$ cat src/hw/dscu_consts.svh
/*
 * Named constants for the debug serial command unit: response codes,
 * command fields, operand counts and register offsets.
 * Assumes it is included by bare name from the files that need it.
 */
`ifndef DSCU_CONSTS_SVH
`define DSCU_CONSTS_SVH

// ==========================================================
// Serial responses
`define DSCU_RESP_OK 17'h0FFFF
`define DSCU_RESP_NOT_READY 17'h10000
`define DSCU_RESP_BUS_ERR 17'h10001
`define DSCU_RESP_ILLEGAL 17'h1FFFF

// ==========================================================
// Command word fields
`define DSCU_OP_REG 6'h08
`define DSCU_OP_MEM 6'h06
`define DSCU_OP_BLOCK 6'h07
`define DSCU_SZ_BYTE 2'h0
`define DSCU_SZ_WORD 2'h1
`define DSCU_SZ_LONG 2'h2
`define DSCU_SZ_RSVD 2'h3
`define DSCU_NOP_WORD 16'h0000

// ==========================================================
// Frame and operand counts
`define DSCU_LAST_BIT 5'h10
`define DSCU_OPS_ADDR 3'h2
`define DSCU_OPS_LONG 3'h2
`define DSCU_OPS_SHORT 3'h1

// ==========================================================
// Bus register map and reset values
`define DSCU_OFF_ATTR 8'h00
`define DSCU_OFF_BKPT 8'h04
`define DSCU_OFF_STAT 8'h08
`define DSCU_ATTR_RST 5'h05
`define DSCU_AXI_OKAY 2'h0
`define DSCU_AXI_SLVERR 2'h2

`endif

$ cat src/hw/dscu_pkg.sv
/*
 * Types of the debug serial command unit: state codes and the packed
 * state record. Assumes dscu_consts.svh is not needed here.
 */
package dscu_pkg;

    // ==========================================================
    // Enumerations
    typedef enum logic [2:0] {
        ST_IDLE = 3'b001,
        ST_OPER = 3'b010,
        ST_BUSY = 3'b100
    } dscu_state_type;

    typedef enum logic [4:0] {
        K_OTHER = 5'b00001,
        K_READ = 5'b00010,
        K_WRITE = 5'b00100,
        K_DUMP = 5'b01000,
        K_FILL = 5'b10000
    } dscu_kind_type;

    // ==========================================================
    // Whole state of the unit
    typedef struct packed {
        logic sclkS1, sclkS2, sclkS3, dsiS1, dsiS2;
        logic [4:0] bitCnt;
        logic [16:0] shIn, shOut;
        dscu_state_type st;
        dscu_kind_type lastKind;
        logic [15:0] cmd;
        logic [2:0] opLeft;
        logic [63:0] opnd;
        logic [16:0] q0, q1;
        logic [1:0] resCnt;
        logic [4:0] attr;
        logic [31:0] bkpt;
        logic [15:0][31:0] regs;
        logic memReq, memWrite;
        logic [1:0] memSize;
        logic [4:0] memSpace;
        logic [31:0] memAddr, memWdata;
        logic awHave, wHave, bvalid, rvalid;
        logic [7:0] awAddr;
        logic [31:0] wData, rdata;
        logic [3:0] wStrb;
        logic [1:0] bresp, rresp;
    } dscu_state_rec_type;

endpackage : dscu_pkg

$ cat src/hw/dscu_core.sv
/*
 * Debug serial command unit: takes 17-bit frames on the serial debug
 * link, runs register and memory commands, returns 17-bit responses.
 * Assumes the core's halted flag and the memory port share ref_clk, and
 * that the link clock is far slower than ref_clk (a few cycles per level).
 */
// Our own choices: the address map and the AXI4-Lite interface to the registers.
// How it works
// - Good results leave bit 16 of every response word at zero.
// - Not-ready, bus error and illegal responses set bit 16.
// - Register read returns 32 bits as two words, upper first.
// - Register commands are refused with bus error while the core runs.
// - Register write takes a longword, replaces all bits, answers 0FFFF.
// - Memory commands take their space from the low five attribute bits.
// - Word and longword addresses are forced to natural alignment.
// - Byte result sits in low byte; word gives 16, long 32 bits.
// - Read success clears bit 16; read bus error returns 10001.
// - Write success answers 0FFFF; write bus error answers 10001.
// - Reads and dumps leave address plus size in the breakpoint register.
// - Dump is legal only after dump, no-op or memory read.
// - No-op leaves the saved block address untouched.
// - Each dump decodes its own operand size.
// - Dump results look like read results and need no operands.
// - Writes and fills leave address plus size in the breakpoint register.
// - Fill is legal only after fill, no-op or memory write.
// - Each fill decodes its own operand size.
// - Frames arriving during a memory access answer 10000.
// - Unimplemented commands answer 1FFFF; host then retransmits.
// - Direction bit set reads toward host, clear writes from host.
`timescale 1ns/1ps
`default_nettype none
`include "dscu_consts.svh"

module dscu_core
    import dscu_pkg::*;
(
    input wire logic ref_clk,
    input wire logic rst,
    input wire logic dsclk,
    input wire logic dsi,
    output logic dso,
    input wire logic halted,
    output logic memReq,
    output logic memWrite,
    output logic [1:0] memSize,
    output logic [4:0] memSpace,
    output logic [31:0] memAddr,
    output logic [31:0] memWdata,
    input wire logic [31:0] memRdata,
    input wire logic memAck,
    input wire logic memErr,
    input wire logic awvalid,
    output logic awready,
    input wire logic [7:0] awaddr,
    input wire logic wvalid,
    output logic wready,
    input wire logic [31:0] wdata,
    input wire logic [3:0] wstrb,
    output logic bvalid,
    input wire logic bready,
    output logic [1:0] bresp,
    input wire logic arvalid,
    output logic arready,
    input wire logic [7:0] araddr,
    output logic rvalid,
    input wire logic rready,
    output logic [31:0] rdata,
    output logic [1:0] rresp
);

    dscu_state_rec_type q;
    dscu_state_rec_type d;

    // ==========================================================
    // Helpers
    // Byte-lane merge for bus writes.
    function automatic logic [31:0] laneMerge(input logic [31:0] old, input logic [31:0] nw,
                                              input logic [3:0] strb);
        logic [31:0] v;
        v = old;
        for (int i = 0; i < 4; i++) begin
            if (strb[i]) begin
                v[8*i +: 8] = nw[8*i +: 8];
            end
        end
        return v;
    endfunction : laneMerge

    // Operand size in bytes: 1, 2 or 4.
    function automatic logic [31:0] sizeInc(input logic [1:0] sz);
        case (sz)
            `DSCU_SZ_WORD: sizeInc = 32'h00000002;
            `DSCU_SZ_LONG: sizeInc = 32'h00000004;
            default: sizeInc = 32'h00000001;
        endcase
    endfunction : sizeInc

    // Natural alignment by clearing low address bits.
    function automatic logic [31:0] alignAddr(input logic [31:0] a, input logic [1:0] sz);
        case (sz)
            `DSCU_SZ_WORD: alignAddr = {a[31:1], 1'b0};
            `DSCU_SZ_LONG: alignAddr = {a[31:2], 2'h0};
            default: alignAddr = a;
        endcase
    endfunction : alignAddr

    // ==========================================================
    // Link edge and command decode
    // The edge detector reads stage two and three; stage one feeds only stage two.
    logic sclkRise, frameDone, idleCmd, memDone, basicOk;
    logic [15:0] wordIn;
    logic [5:0] opField;
    logic [1:0] szField;
    logic rwBit;
    logic isNop, isRegRd, isRegWr, isRead, isWrite, isDump, isFill;
    assign sclkRise = q.sclkS2 & ~q.sclkS3;
    assign frameDone = sclkRise && (q.bitCnt == `DSCU_LAST_BIT);
    assign wordIn = {q.shIn[14:0], q.dsiS2};
    assign idleCmd = frameDone && (q.st == ST_IDLE) && (q.resCnt == 2'h0);
    assign memDone = (q.st == ST_BUSY) && (memAck || memErr);
    assign opField = wordIn[15:10];
    assign szField = wordIn[7:6];
    assign rwBit = wordIn[8];
    assign basicOk = (wordIn[9] == 1'b0) && (wordIn[5:4] == 2'h0);
    assign isNop = (wordIn == `DSCU_NOP_WORD);
    assign isRegRd = basicOk && opField == `DSCU_OP_REG && rwBit && szField == `DSCU_SZ_LONG;
    assign isRegWr = basicOk && opField == `DSCU_OP_REG && !rwBit && szField == `DSCU_SZ_LONG;
    assign isRead = basicOk && opField == `DSCU_OP_MEM && rwBit && szField != `DSCU_SZ_RSVD;
    assign isWrite = basicOk && opField == `DSCU_OP_MEM && !rwBit && szField != `DSCU_SZ_RSVD;
    assign isDump = basicOk && opField == `DSCU_OP_BLOCK && rwBit && szField != `DSCU_SZ_RSVD
                    && (q.lastKind == K_READ || q.lastKind == K_DUMP);
    assign isFill = basicOk && opField == `DSCU_OP_BLOCK && !rwBit && szField != `DSCU_SZ_RSVD
                    && (q.lastKind == K_WRITE || q.lastKind == K_FILL);

    // ==========================================================
    // Next-state logic
    always_comb begin
        logic [63:0] newOp;
        logic [31:0] wAddr, wData;
        logic isLong;
        d = q;
        newOp = {q.opnd[47:0], wordIn};
        isLong = (q.cmd[7:6] == `DSCU_SZ_LONG);
        wAddr = isLong ? newOp[63:32] : newOp[47:16];
        wData = isLong ? newOp[31:0] : {16'h0000, newOp[15:0]};
        d.sclkS1 = dsclk;
        d.sclkS2 = q.sclkS1;
        d.sclkS3 = q.sclkS2;
        d.dsiS1 = dsi;
        d.dsiS2 = q.dsiS1;

        // Register bus: address and data may arrive in either order.
        if (awvalid && awready) begin
            d.awHave = 1'b1;
            d.awAddr = awaddr;
        end
        if (wvalid && wready) begin
            d.wHave = 1'b1;
            d.wData = wdata;
            d.wStrb = wstrb;
        end
        if (q.awHave && q.wHave && !q.bvalid) begin
            d.awHave = 1'b0;
            d.wHave = 1'b0;
            d.bvalid = 1'b1;
            d.bresp = `DSCU_AXI_OKAY;
            if (q.awAddr == `DSCU_OFF_ATTR) begin
                d.attr = 5'(laneMerge({27'h0, q.attr}, q.wData, q.wStrb));
            end else if (q.awAddr == `DSCU_OFF_BKPT) begin
                d.bkpt = laneMerge(q.bkpt, q.wData, q.wStrb);
            end else if (q.awAddr == `DSCU_OFF_STAT) begin
                d.bresp = `DSCU_AXI_OKAY;
            end else begin
                d.bresp = `DSCU_AXI_SLVERR;
            end
        end
        if (q.bvalid && bready) begin
            d.bvalid = 1'b0;
        end
        if (arvalid && arready) begin
            d.rvalid = 1'b1;
            d.rresp = `DSCU_AXI_OKAY;
            if (araddr == `DSCU_OFF_ATTR) begin
                d.rdata = {27'h0, q.attr};
            end else if (araddr == `DSCU_OFF_BKPT) begin
                d.rdata = q.bkpt;
            end else if (araddr == `DSCU_OFF_STAT) begin
                d.rdata = {23'h0, q.lastKind, q.st, halted};
            end else begin
                d.rdata = 32'h00000000;
                d.rresp = `DSCU_AXI_SLVERR;
            end
        end
        if (q.rvalid && rready) begin
            d.rvalid = 1'b0;
        end

        // Link shifter: sample on the rising link edge, present the next bit after it.
        if (sclkRise) begin
            d.shIn = {q.shIn[15:0], q.dsiS2};
            d.shOut = {q.shOut[15:0], 1'b0};
            d.bitCnt = q.bitCnt + 5'h01;
        end

        // Frame end: choose the response of the next frame.
        if (frameDone) begin
            d.bitCnt = 5'h00;
            if (q.st == ST_BUSY) begin
                d.shOut = `DSCU_RESP_NOT_READY;
            end else if (q.resCnt != 2'h0) begin
                // Word received alongside a non-final result is filler.
                d.shOut = q.q0;
                d.q0 = q.q1;
                d.resCnt = q.resCnt - 2'h1;
            end else if (q.st == ST_OPER) begin
                d.opnd = newOp;
                d.shOut = `DSCU_RESP_NOT_READY;
                d.opLeft = q.opLeft - 3'h1;
                if (q.opLeft == 3'h1) begin
                    d.st = ST_BUSY;
                    d.memReq = 1'b1;
                    d.memSize = q.cmd[7:6];
                    d.memSpace = q.attr;
                    d.memWrite = !q.cmd[8];
                    if (q.cmd[15:10] == `DSCU_OP_REG) begin
                        d.st = ST_IDLE;
                        d.memReq = 1'b0;
                        if (halted) begin
                            d.regs[q.cmd[3:0]] = newOp[31:0];
                            d.shOut = `DSCU_RESP_OK;
                        end else begin
                            d.shOut = `DSCU_RESP_BUS_ERR;
                        end
                    end else if (q.cmd[15:10] == `DSCU_OP_BLOCK) begin
                        d.memAddr = alignAddr(q.bkpt, q.cmd[7:6]);
                        d.memWdata = wData;
                    end else if (q.cmd[8]) begin
                        d.memAddr = alignAddr(newOp[31:0], q.cmd[7:6]);
                    end else begin
                        d.memAddr = alignAddr(wAddr, q.cmd[7:6]);
                        d.memWdata = wData;
                    end
                end
            end else begin
                d.cmd = wordIn;
                d.lastKind = K_OTHER;
                if (isNop) begin
                    d.lastKind = q.lastKind;
                    d.shOut = `DSCU_RESP_OK;
                end else if (isRegRd) begin
                    if (halted) begin
                        d.shOut = {1'b0, q.regs[wordIn[3:0]][31:16]};
                        d.q0 = {1'b0, q.regs[wordIn[3:0]][15:0]};
                        d.resCnt = 2'h1;
                    end else begin
                        d.shOut = `DSCU_RESP_BUS_ERR;
                    end
                end else if (isRegWr) begin
                    d.st = ST_OPER;
                    d.opLeft = `DSCU_OPS_LONG;
                    d.shOut = `DSCU_RESP_NOT_READY;
                end else if (isRead || isWrite) begin
                    d.st = ST_OPER;
                    d.lastKind = isRead ? K_READ : K_WRITE;
                    if (isRead) begin
                        d.opLeft = `DSCU_OPS_ADDR;
                    end else if (szField == `DSCU_SZ_LONG) begin
                        d.opLeft = `DSCU_OPS_ADDR + `DSCU_OPS_LONG;
                    end else begin
                        d.opLeft = `DSCU_OPS_ADDR + `DSCU_OPS_SHORT;
                    end
                    d.shOut = `DSCU_RESP_NOT_READY;
                end else if (isDump) begin
                    // Dump carries no operands and starts its read at once.
                    d.lastKind = K_DUMP;
                    d.st = ST_BUSY;
                    d.memReq = 1'b1;
                    d.memWrite = 1'b0;
                    d.memSize = szField;
                    d.memSpace = q.attr;
                    d.memAddr = alignAddr(q.bkpt, szField);
                    d.shOut = `DSCU_RESP_NOT_READY;
                end else if (isFill) begin
                    d.lastKind = K_FILL;
                    d.st = ST_OPER;
                    d.opLeft = (szField == `DSCU_SZ_LONG) ? `DSCU_OPS_LONG : `DSCU_OPS_SHORT;
                    d.shOut = `DSCU_RESP_NOT_READY;
                end else begin
                    d.shOut = `DSCU_RESP_ILLEGAL;
                end
            end
        end

        // Memory completion queues the results for the following frames.
        if (memDone) begin
            d.memReq = 1'b0;
            d.st = ST_IDLE;
            d.bkpt = q.memAddr + sizeInc(q.memSize);
            d.resCnt = 2'h1;
            if (q.memWrite) begin
                d.q0 = memErr ? `DSCU_RESP_BUS_ERR : `DSCU_RESP_OK;
            end else if (memErr) begin
                d.q0 = `DSCU_RESP_BUS_ERR;
            end else if (q.memSize == `DSCU_SZ_LONG) begin
                d.q0 = {1'b0, memRdata[31:16]};
                d.q1 = {1'b0, memRdata[15:0]};
                d.resCnt = 2'h2;
            end else if (q.memSize == `DSCU_SZ_WORD) begin
                d.q0 = {1'b0, memRdata[15:0]};
            end else begin
                d.q0 = {9'h000, memRdata[7:0]};
            end
        end
    end

    // ==========================================================
    // State register
    always_ff @(posedge ref_clk or posedge rst) begin
        if (rst) begin
            q <= '0;
            q.st <= ST_IDLE;
            q.lastKind <= K_OTHER;
            q.attr <= `DSCU_ATTR_RST;
            q.shOut <= `DSCU_RESP_OK;
        end else begin
            q <= d;
        end
    end

    // Outputs; bus readies are combinational, everything else is a flop.
    assign dso = q.shOut[16];
    assign memReq = q.memReq;
    assign memWrite = q.memWrite;
    assign memSize = q.memSize;
    assign memSpace = q.memSpace;
    assign memAddr = q.memAddr;
    assign memWdata = q.memWdata;
    assign awready = !q.awHave && !q.bvalid;
    assign wready = !q.wHave && !q.bvalid;
    assign bvalid = q.bvalid;
    assign bresp = q.bresp;
    assign arready = !q.rvalid;
    assign rvalid = q.rvalid;
    assign rdata = q.rdata;
    assign rresp = q.rresp;
endmodule : dscu_core
`default_nettype wire

$ cat config.mk
export PLATFORM = sky130hd
export DESIGN_NAME = dscu_core
export DESIGN_NICKNAME = d
export VERILOG_FILES = /design/src/hw/dscu_pkg.sv /design/src/hw/dscu_core.sv
export VERILOG_INCLUDE_DIRS = /design/src /design/src/hw
export SDC_FILE = /design/constraint.sdc
export NUM_CORES = 2
export LEC_CHECK = 0
export ABC_AREA = 1
export BUFFER_PORTS_ARGS = -buffer_cell sky130_fd_sc_hd__buf_2
export CORE_MARGIN = 2
export CORE_UTILIZATION = 45
export CTS_CLUSTER_DIAMETER = 120
export DETAILED_ROUTE_END_ITERATION = 10
export PLACE_DENSITY_LB_ADDON = 0.3
export REMOVE_ABC_BUFFERS = 1
export SETUP_SLACK_MARGIN = 0.1
export SLEW_MARGIN = 10
export SYNTH_ARGS = -nofsm -noshare
export SYNTH_HDL_FRONTEND = slang
export SYNTH_SLANG_ARGS = --single-unit
export TNS_END_PERCENT = 5
$ cat constraint.sdc
create_clock -name ref_clk -period 56.1 [get_ports ref_clk]
set_input_delay 8.415 -clock ref_clk [delete_from_list [all_inputs] [get_ports ref_clk]]
set_output_delay 8.415 -clock ref_clk [all_outputs]
set_load 0.05 [all_outputs]
# ---- After elaboration in Yosys (flattened, before gate mapping)
# Index checks and enable logic that the tools add are counted.
dict set report op_classes {
  n_reduce_logical 80
  order_cmp 3
  muxes 117
  eq_ne 42
  addsub 4
  bitwise_logic 10
}
# op count
set ops {}
lappend ops {{585-bit 2-to-1 mux} 1}
lappend ops {{513-bit 2-to-1 mux} 1}
lappend ops {{512-bit bitwise mux} 1}
lappend ops {{512-bit 2-to-1 mux} 1}
lappend ops {{32-bit 2-to-1 mux} 14}
lappend ops {{17-bit 2-to-1 mux} 15}
lappend ops {{41-bit 2-to-1 mux} 6}
lappend ops {{73-bit 2-to-1 mux} 3}
lappend ops {{64-bit 2-to-1 mux} 3}
lappend ops {{25-bit 2-to-1 mux} 7}
lappend ops {{32-bit binary-select mux with 4-bit select} 1}
lappend ops {{32-bit demux with 4-bit select} 1}
lappend ops {{125-bit 2-to-1 mux} 1}
lappend ops {{108-bit 2-to-1 mux} 1}
lappend ops {{91-bit 2-to-1 mux} 1}
lappend ops {{20-bit 2-to-1 mux} 4}
lappend ops {{18-bit 2-to-1 mux} 3}
lappend ops {{8-bit 2-to-1 mux} 6}
lappend ops {{3-bit 2-to-1 mux} 13}
lappend ops {{39-bit 2-to-1 mux} 1}
lappend ops {{36-bit 2-to-1 mux} 1}
lappend ops {{32-bit adder} 1}
lappend ops {{16-bit 2-to-1 mux} 2}
lappend ops {{1-bit logical AND} 30}
lappend ops {{other kinds (48)} 138}
dict set report word_totals {
  word_cells 309
  ff_bits 876
}

# ---- Depth between registers and ports, before layout
dict set report logic_depth {
  ltp_word 22
  mapped_depth 17
  depth_no_buf 17
}

# ---- Worst setup path after synthesis
# No wires, ideal clock.
dict set report synth_timing {
  path_type {register to output}
  from {register q (netlist bit bvalid)}
  to {output awready}
  arrival_time_ns 1.336
  stages_incl_launch_ff 2
  path_slack_ns 46.349
  path_buffers 0
  path_cell_list {dfrtp_1 nor2_1}
}
dict set report synth_between {
  elab_chain_len 2
}
# item line_no
set synth_rtl {}
lappend synth_rtl {{start, declared} dscu_core.sv:71} ;# dscu_state_rec_type q;
lappend synth_rtl {{1-bit logical NOT} dscu_core.sv:338} ;# assign awready = !q.awHave && !q.bvalid;
lappend synth_rtl {{1-bit logical AND} dscu_core.sv:338}
lappend synth_rtl {{end, declared} dscu_core.sv:53} ;# output logic awready,
# Every way passes these cells.

==> flow_summary.toml <==
[synth]
synth.top_cells.by_area = "sky130_fd_sc_hd__dfrtp_1 51%, sky130_fd_sc_hd__nand2_1 14%, sky130_fd_sc_hd__o21ai_0 7.8%"
synth_top_area_share_pct = 51.4
post_synthesis_cells = 5078
synth_seq_cells = 853
total_standard_cell_area_after_synthesis_um2 = 40600
number_of_unique_standard_cell_types_used_by_synthesis = 49
yosys_warnings = 0
synth_seq_area_share_pct = 52.6
count_leader_synth = "sky130_fd_sc_hd__nand2_1"
avg_inst_size_synth_um2 = 7.99
synth.cells.most_frequent = "1504 x sky130_fd_sc_hd__nand2_1, 833 x sky130_fd_sc_hd__dfrtp_1, 634 x sky130_fd_sc_hd__o21ai_0, 387 x sky130_fd_sc_hd__nor2_1, 378 x sky130_fd_sc_hd__nand3_1"
synth_enable_flop_cells = 0
synth_top_flop_cell = "sky130_fd_sc_hd__dfrtp_1"
synth_async_sr_flop_share_pct = 100
post-synth-top-area-cell = "sky130_fd_sc_hd__dfrtp_1"

[cells_and_area]
drive_gt1_share_pct = 10.1
finalNetCount = 5080
layout.cell_area.non_filler_um2 = 44500
layout-area-overhead-vs-synth_pct = 9.51
filler_instances = 8652

[route]
via_per_inst = 5.42
first_pass_iters = 6
route.final.wire_length_um = 117000
ant_nets = 0
detail_route.wl_per_cell_um = 18.9
route.detailed.drc = 0
drt-initial-drc-count = 3344
via_count = 33700

[worst_setup_path]
worst-path-max-fanout = 106
crit_required_ns = 56.76
crit_chain = "buf_2 -> inv_8 -> buf_4 -> buf_4 -> buf_4"
ws_path_type = "in -> async"
timing.critical_path.arrival_ns = 11.60
start_kind = "input port"
worst-r2r-setup-slack_ns = 51.76
cp_common_cell = "sky130_fd_sc_hd__buf_4"
cp_slowest_cell = "sky130_fd_sc_hd__buf_4"
end_kind = "asynchronous set/reset pin"
cpPeakStageDelay_ns = 0.82

[power_and_ir_drop]
power.leakage_nw = 20.3
vdd.ir_drop.worst_uv = 26.5
pwr_density_cell_nw_per_um2 = 34.0

[sta]
timing.fmax_mhz = 91.4
setup_tns_ns = 0
timing.final.max_slew_violations = 0
finalClockSkew_ns = 0.0249
final_critical_path_time_including_i_o_delays_and_setup_ns = 10.94
finalSetupViolCount = 0
headroom_to_the_max_slew_limit_pct = 19.4
final.period_utilization_pct = 19.5
final-hold-violation-count = 0
hold_ws_ns = 0.348
grt_setup_unrepaired = "no"
timing_worst_slew_pin_value_ns = 1.20

[place]
gp_congestion = 0.938
place_area_um2 = 41300
hpwlAfterDp_um = 71200
port-buffer-count = 208

[clock_network]
post-cts-setup-buffers = 0
cts_hold_buffers = 0
clk_pin_slew_worst_paths_ns = 0.06
clock_tree_from_tritoncts = "yes"
insertion_delay_ns = 0.66
cts_root_buf = "sky130_fd_sc_hd__clkbuf_16"
htreeDepth = 3
sink_count_of_the_clock_tree = 853
post_cts_resized = 0
cts.path.max_buffers = 3
cts_inserted_buffers = 90

[die]
die-width_um = 304
coreArea_um2 = 89700
chipHeight_um = 304
fp.dieArea_um2 = 92600
rows = 110
initial_utilization_pct = 45.2
pin_count = 211

[global_routing]
largest_net_degree_at_the_start_of_global_routing = 157
grt_antenna_before_repair = 3
global_route.usage.total_pct = 25.1
grt_remaining_overflow = 0
first_global_vias = 32500
grt_pass1_wl_um = 186000

[run]
cap_violations = 0

[worst_hold_path]
hold_path_class = "reg -> reg"

[outcome]
outcome = "finished, final reports clean"
==> through the flow <==
step	utilization [%]	setup slack, ns	instances	power (mW)
final	49.5	45.16	6218	1.51
after CTS	49.5	45.01	6217	1.52
after detailed placement	46.0	44.32	6052	0.889
after floorplan	-	23.75	4625	0.817
after global routing	49.5	44.66	6217	1.57
after global placement	46.0	44.32	6052	0.885
==> kinds of logic after synthesis <==
| kind of cell | share of synthesized area (%) |
|---|---|
| fa+ha+maj | 0.512 |
| buf+inv | 7.88 |
| compound gates | 14.2 |
| flops | 52.6 |
| xor+xnor | 0.302 |
| other cells | 0.00924 |
| mux | 1.08 |
| simple gates | 23.3 |
==> cells in the final DEF, fill, tap and decap left out, types with 4 or more instances in the layout <==
| cell type | Yosys | routed |
|---|---|---|
| sky130_fd_sc_hd__nand2_1 | 1504 | 1496 |
| sky130_fd_sc_hd__dfrtp_1 | 833 | 829 |
| sky130_fd_sc_hd__o21ai_0 | 634 | 634 |
| sky130_fd_sc_hd__nor2_1 | 387 | 385 |
| sky130_fd_sc_hd__nand3_1 | 378 | 377 |
| sky130_fd_sc_hd__o21ai_1 | 323 | 323 |
| sky130_fd_sc_hd__inv_1 | 252 | 247 |
| sky130_fd_sc_hd__buf_2 | 93 | 208 |
| sky130_fd_sc_hd__clkbuf_16 | 0 | 92 |
| sky130_fd_sc_hd__a21oi_1 | 59 | 59 |
| sky130_fd_sc_hd__o211ai_1 | 53 | 53 |
| sky130_fd_sc_hd__buf_4 | 107 | 42 |
| sky130_fd_sc_hd__mux2_2 | 39 | 39 |
| sky130_fd_sc_hd__clkbuf_8 | 0 | 28 |
| sky130_fd_sc_hd__dfstp_2 | 20 | 20 |
| sky130_fd_sc_hd__clkbuf_1 | 234 | 19 |
| sky130_fd_sc_hd__nand4_1 | 15 | 15 |
| sky130_fd_sc_hd__ha_1 | 15 | 14 |
| sky130_fd_sc_hd__clkinv_2 | 1 | 12 |
| sky130_fd_sc_hd__nor3_1 | 12 | 12 |
| sky130_fd_sc_hd__nand2_4 | 10 | 11 |
| sky130_fd_sc_hd__o22ai_1 | 10 | 10 |
| sky130_fd_sc_hd__xor2_1 | 10 | 10 |
| sky130_fd_sc_hd__bufinv_16 | 0 | 9 |
| sky130_fd_sc_hd__nand2_2 | 1 | 8 |
| sky130_fd_sc_hd__o221ai_1 | 8 | 8 |
| sky130_fd_sc_hd__nor2_2 | 5 | 6 |
| sky130_fd_sc_hd__or2_2 | 6 | 6 |
| sky130_fd_sc_hd__o31ai_1 | 6 | 6 |
| sky130_fd_sc_hd__a31oi_1 | 6 | 6 |
| sky130_fd_sc_hd__nand3b_1 | 5 | 5 |
| sky130_fd_sc_hd__nor4_1 | 5 | 5 |
| sky130_fd_sc_hd__inv_2 | 2 | 4 |
| sky130_fd_sc_hd__xnor2_1 | 4 | 4 |
==> power breakdown <==
group	switching (mW)	internal (mW)
Combinational	0.141	0.0590
Clock	0.254	0.380
Sequential	0.0249	0.654
Total	0.420	1.09
==> worst max-delay path: cells and delay by family <==
family	cells	cell delay [ns]
buffers and inverters	5	3.04
==> routing by layer <==
| metal | global-route usage (%) | routed length (um) | vias to the layer above |
|---|---|---|---|
| met5 | 0 | 0 | - |
| met2 | 41.6 | 55700 | 1015 |
| met1 | 33.4 | 50300 | 16300 |
| met3 | 3.45 | 6540 | 212 |
| li1 | - | - | 16200 |
| met4 | 10.4 | 4790 | 0 |
==> path summary, 6_finish.rpt <==
kind,end,cells after the start,start
max,asynchronous set/reset pin,5,rst
min,q[872]$_DFF_PP0_,0,d[872]$_DFF_PP0_
max reg2reg,flip-flop,10,q[867]$_DFFE_PP0P_
min reg2reg,q[872]$_DFF_PP0_,0,d[872]$_DFF_PP0_
max in group ref_clk,flip-flop,7,halted
min in group asynchronous,asynchronous set/reset pin,2,rst
==> final cells by class <==
| class | instances | area [um^2] | share of cell area, % |
|---|---|---|---|
| Sequential cell | 853 | 21400 | 48.1 |
| Multi-Input combinational cell | 3515 | 16100 | 36.2 |
| Clock buffer | 139 | 2760 | 6.21 |
| Tap cell | 1176 | 1470 | 3.31 |
| Timing Repair Buffer | 251 | 1380 | 3.10 |
| Inverter | 257 | 981 | 2.21 |
| Clock inverter | 26 | 405 | 0.912 |
| Antenna cell | 1 | 2.50 | 0.00563 |
(Power assumes the default switching activity.)
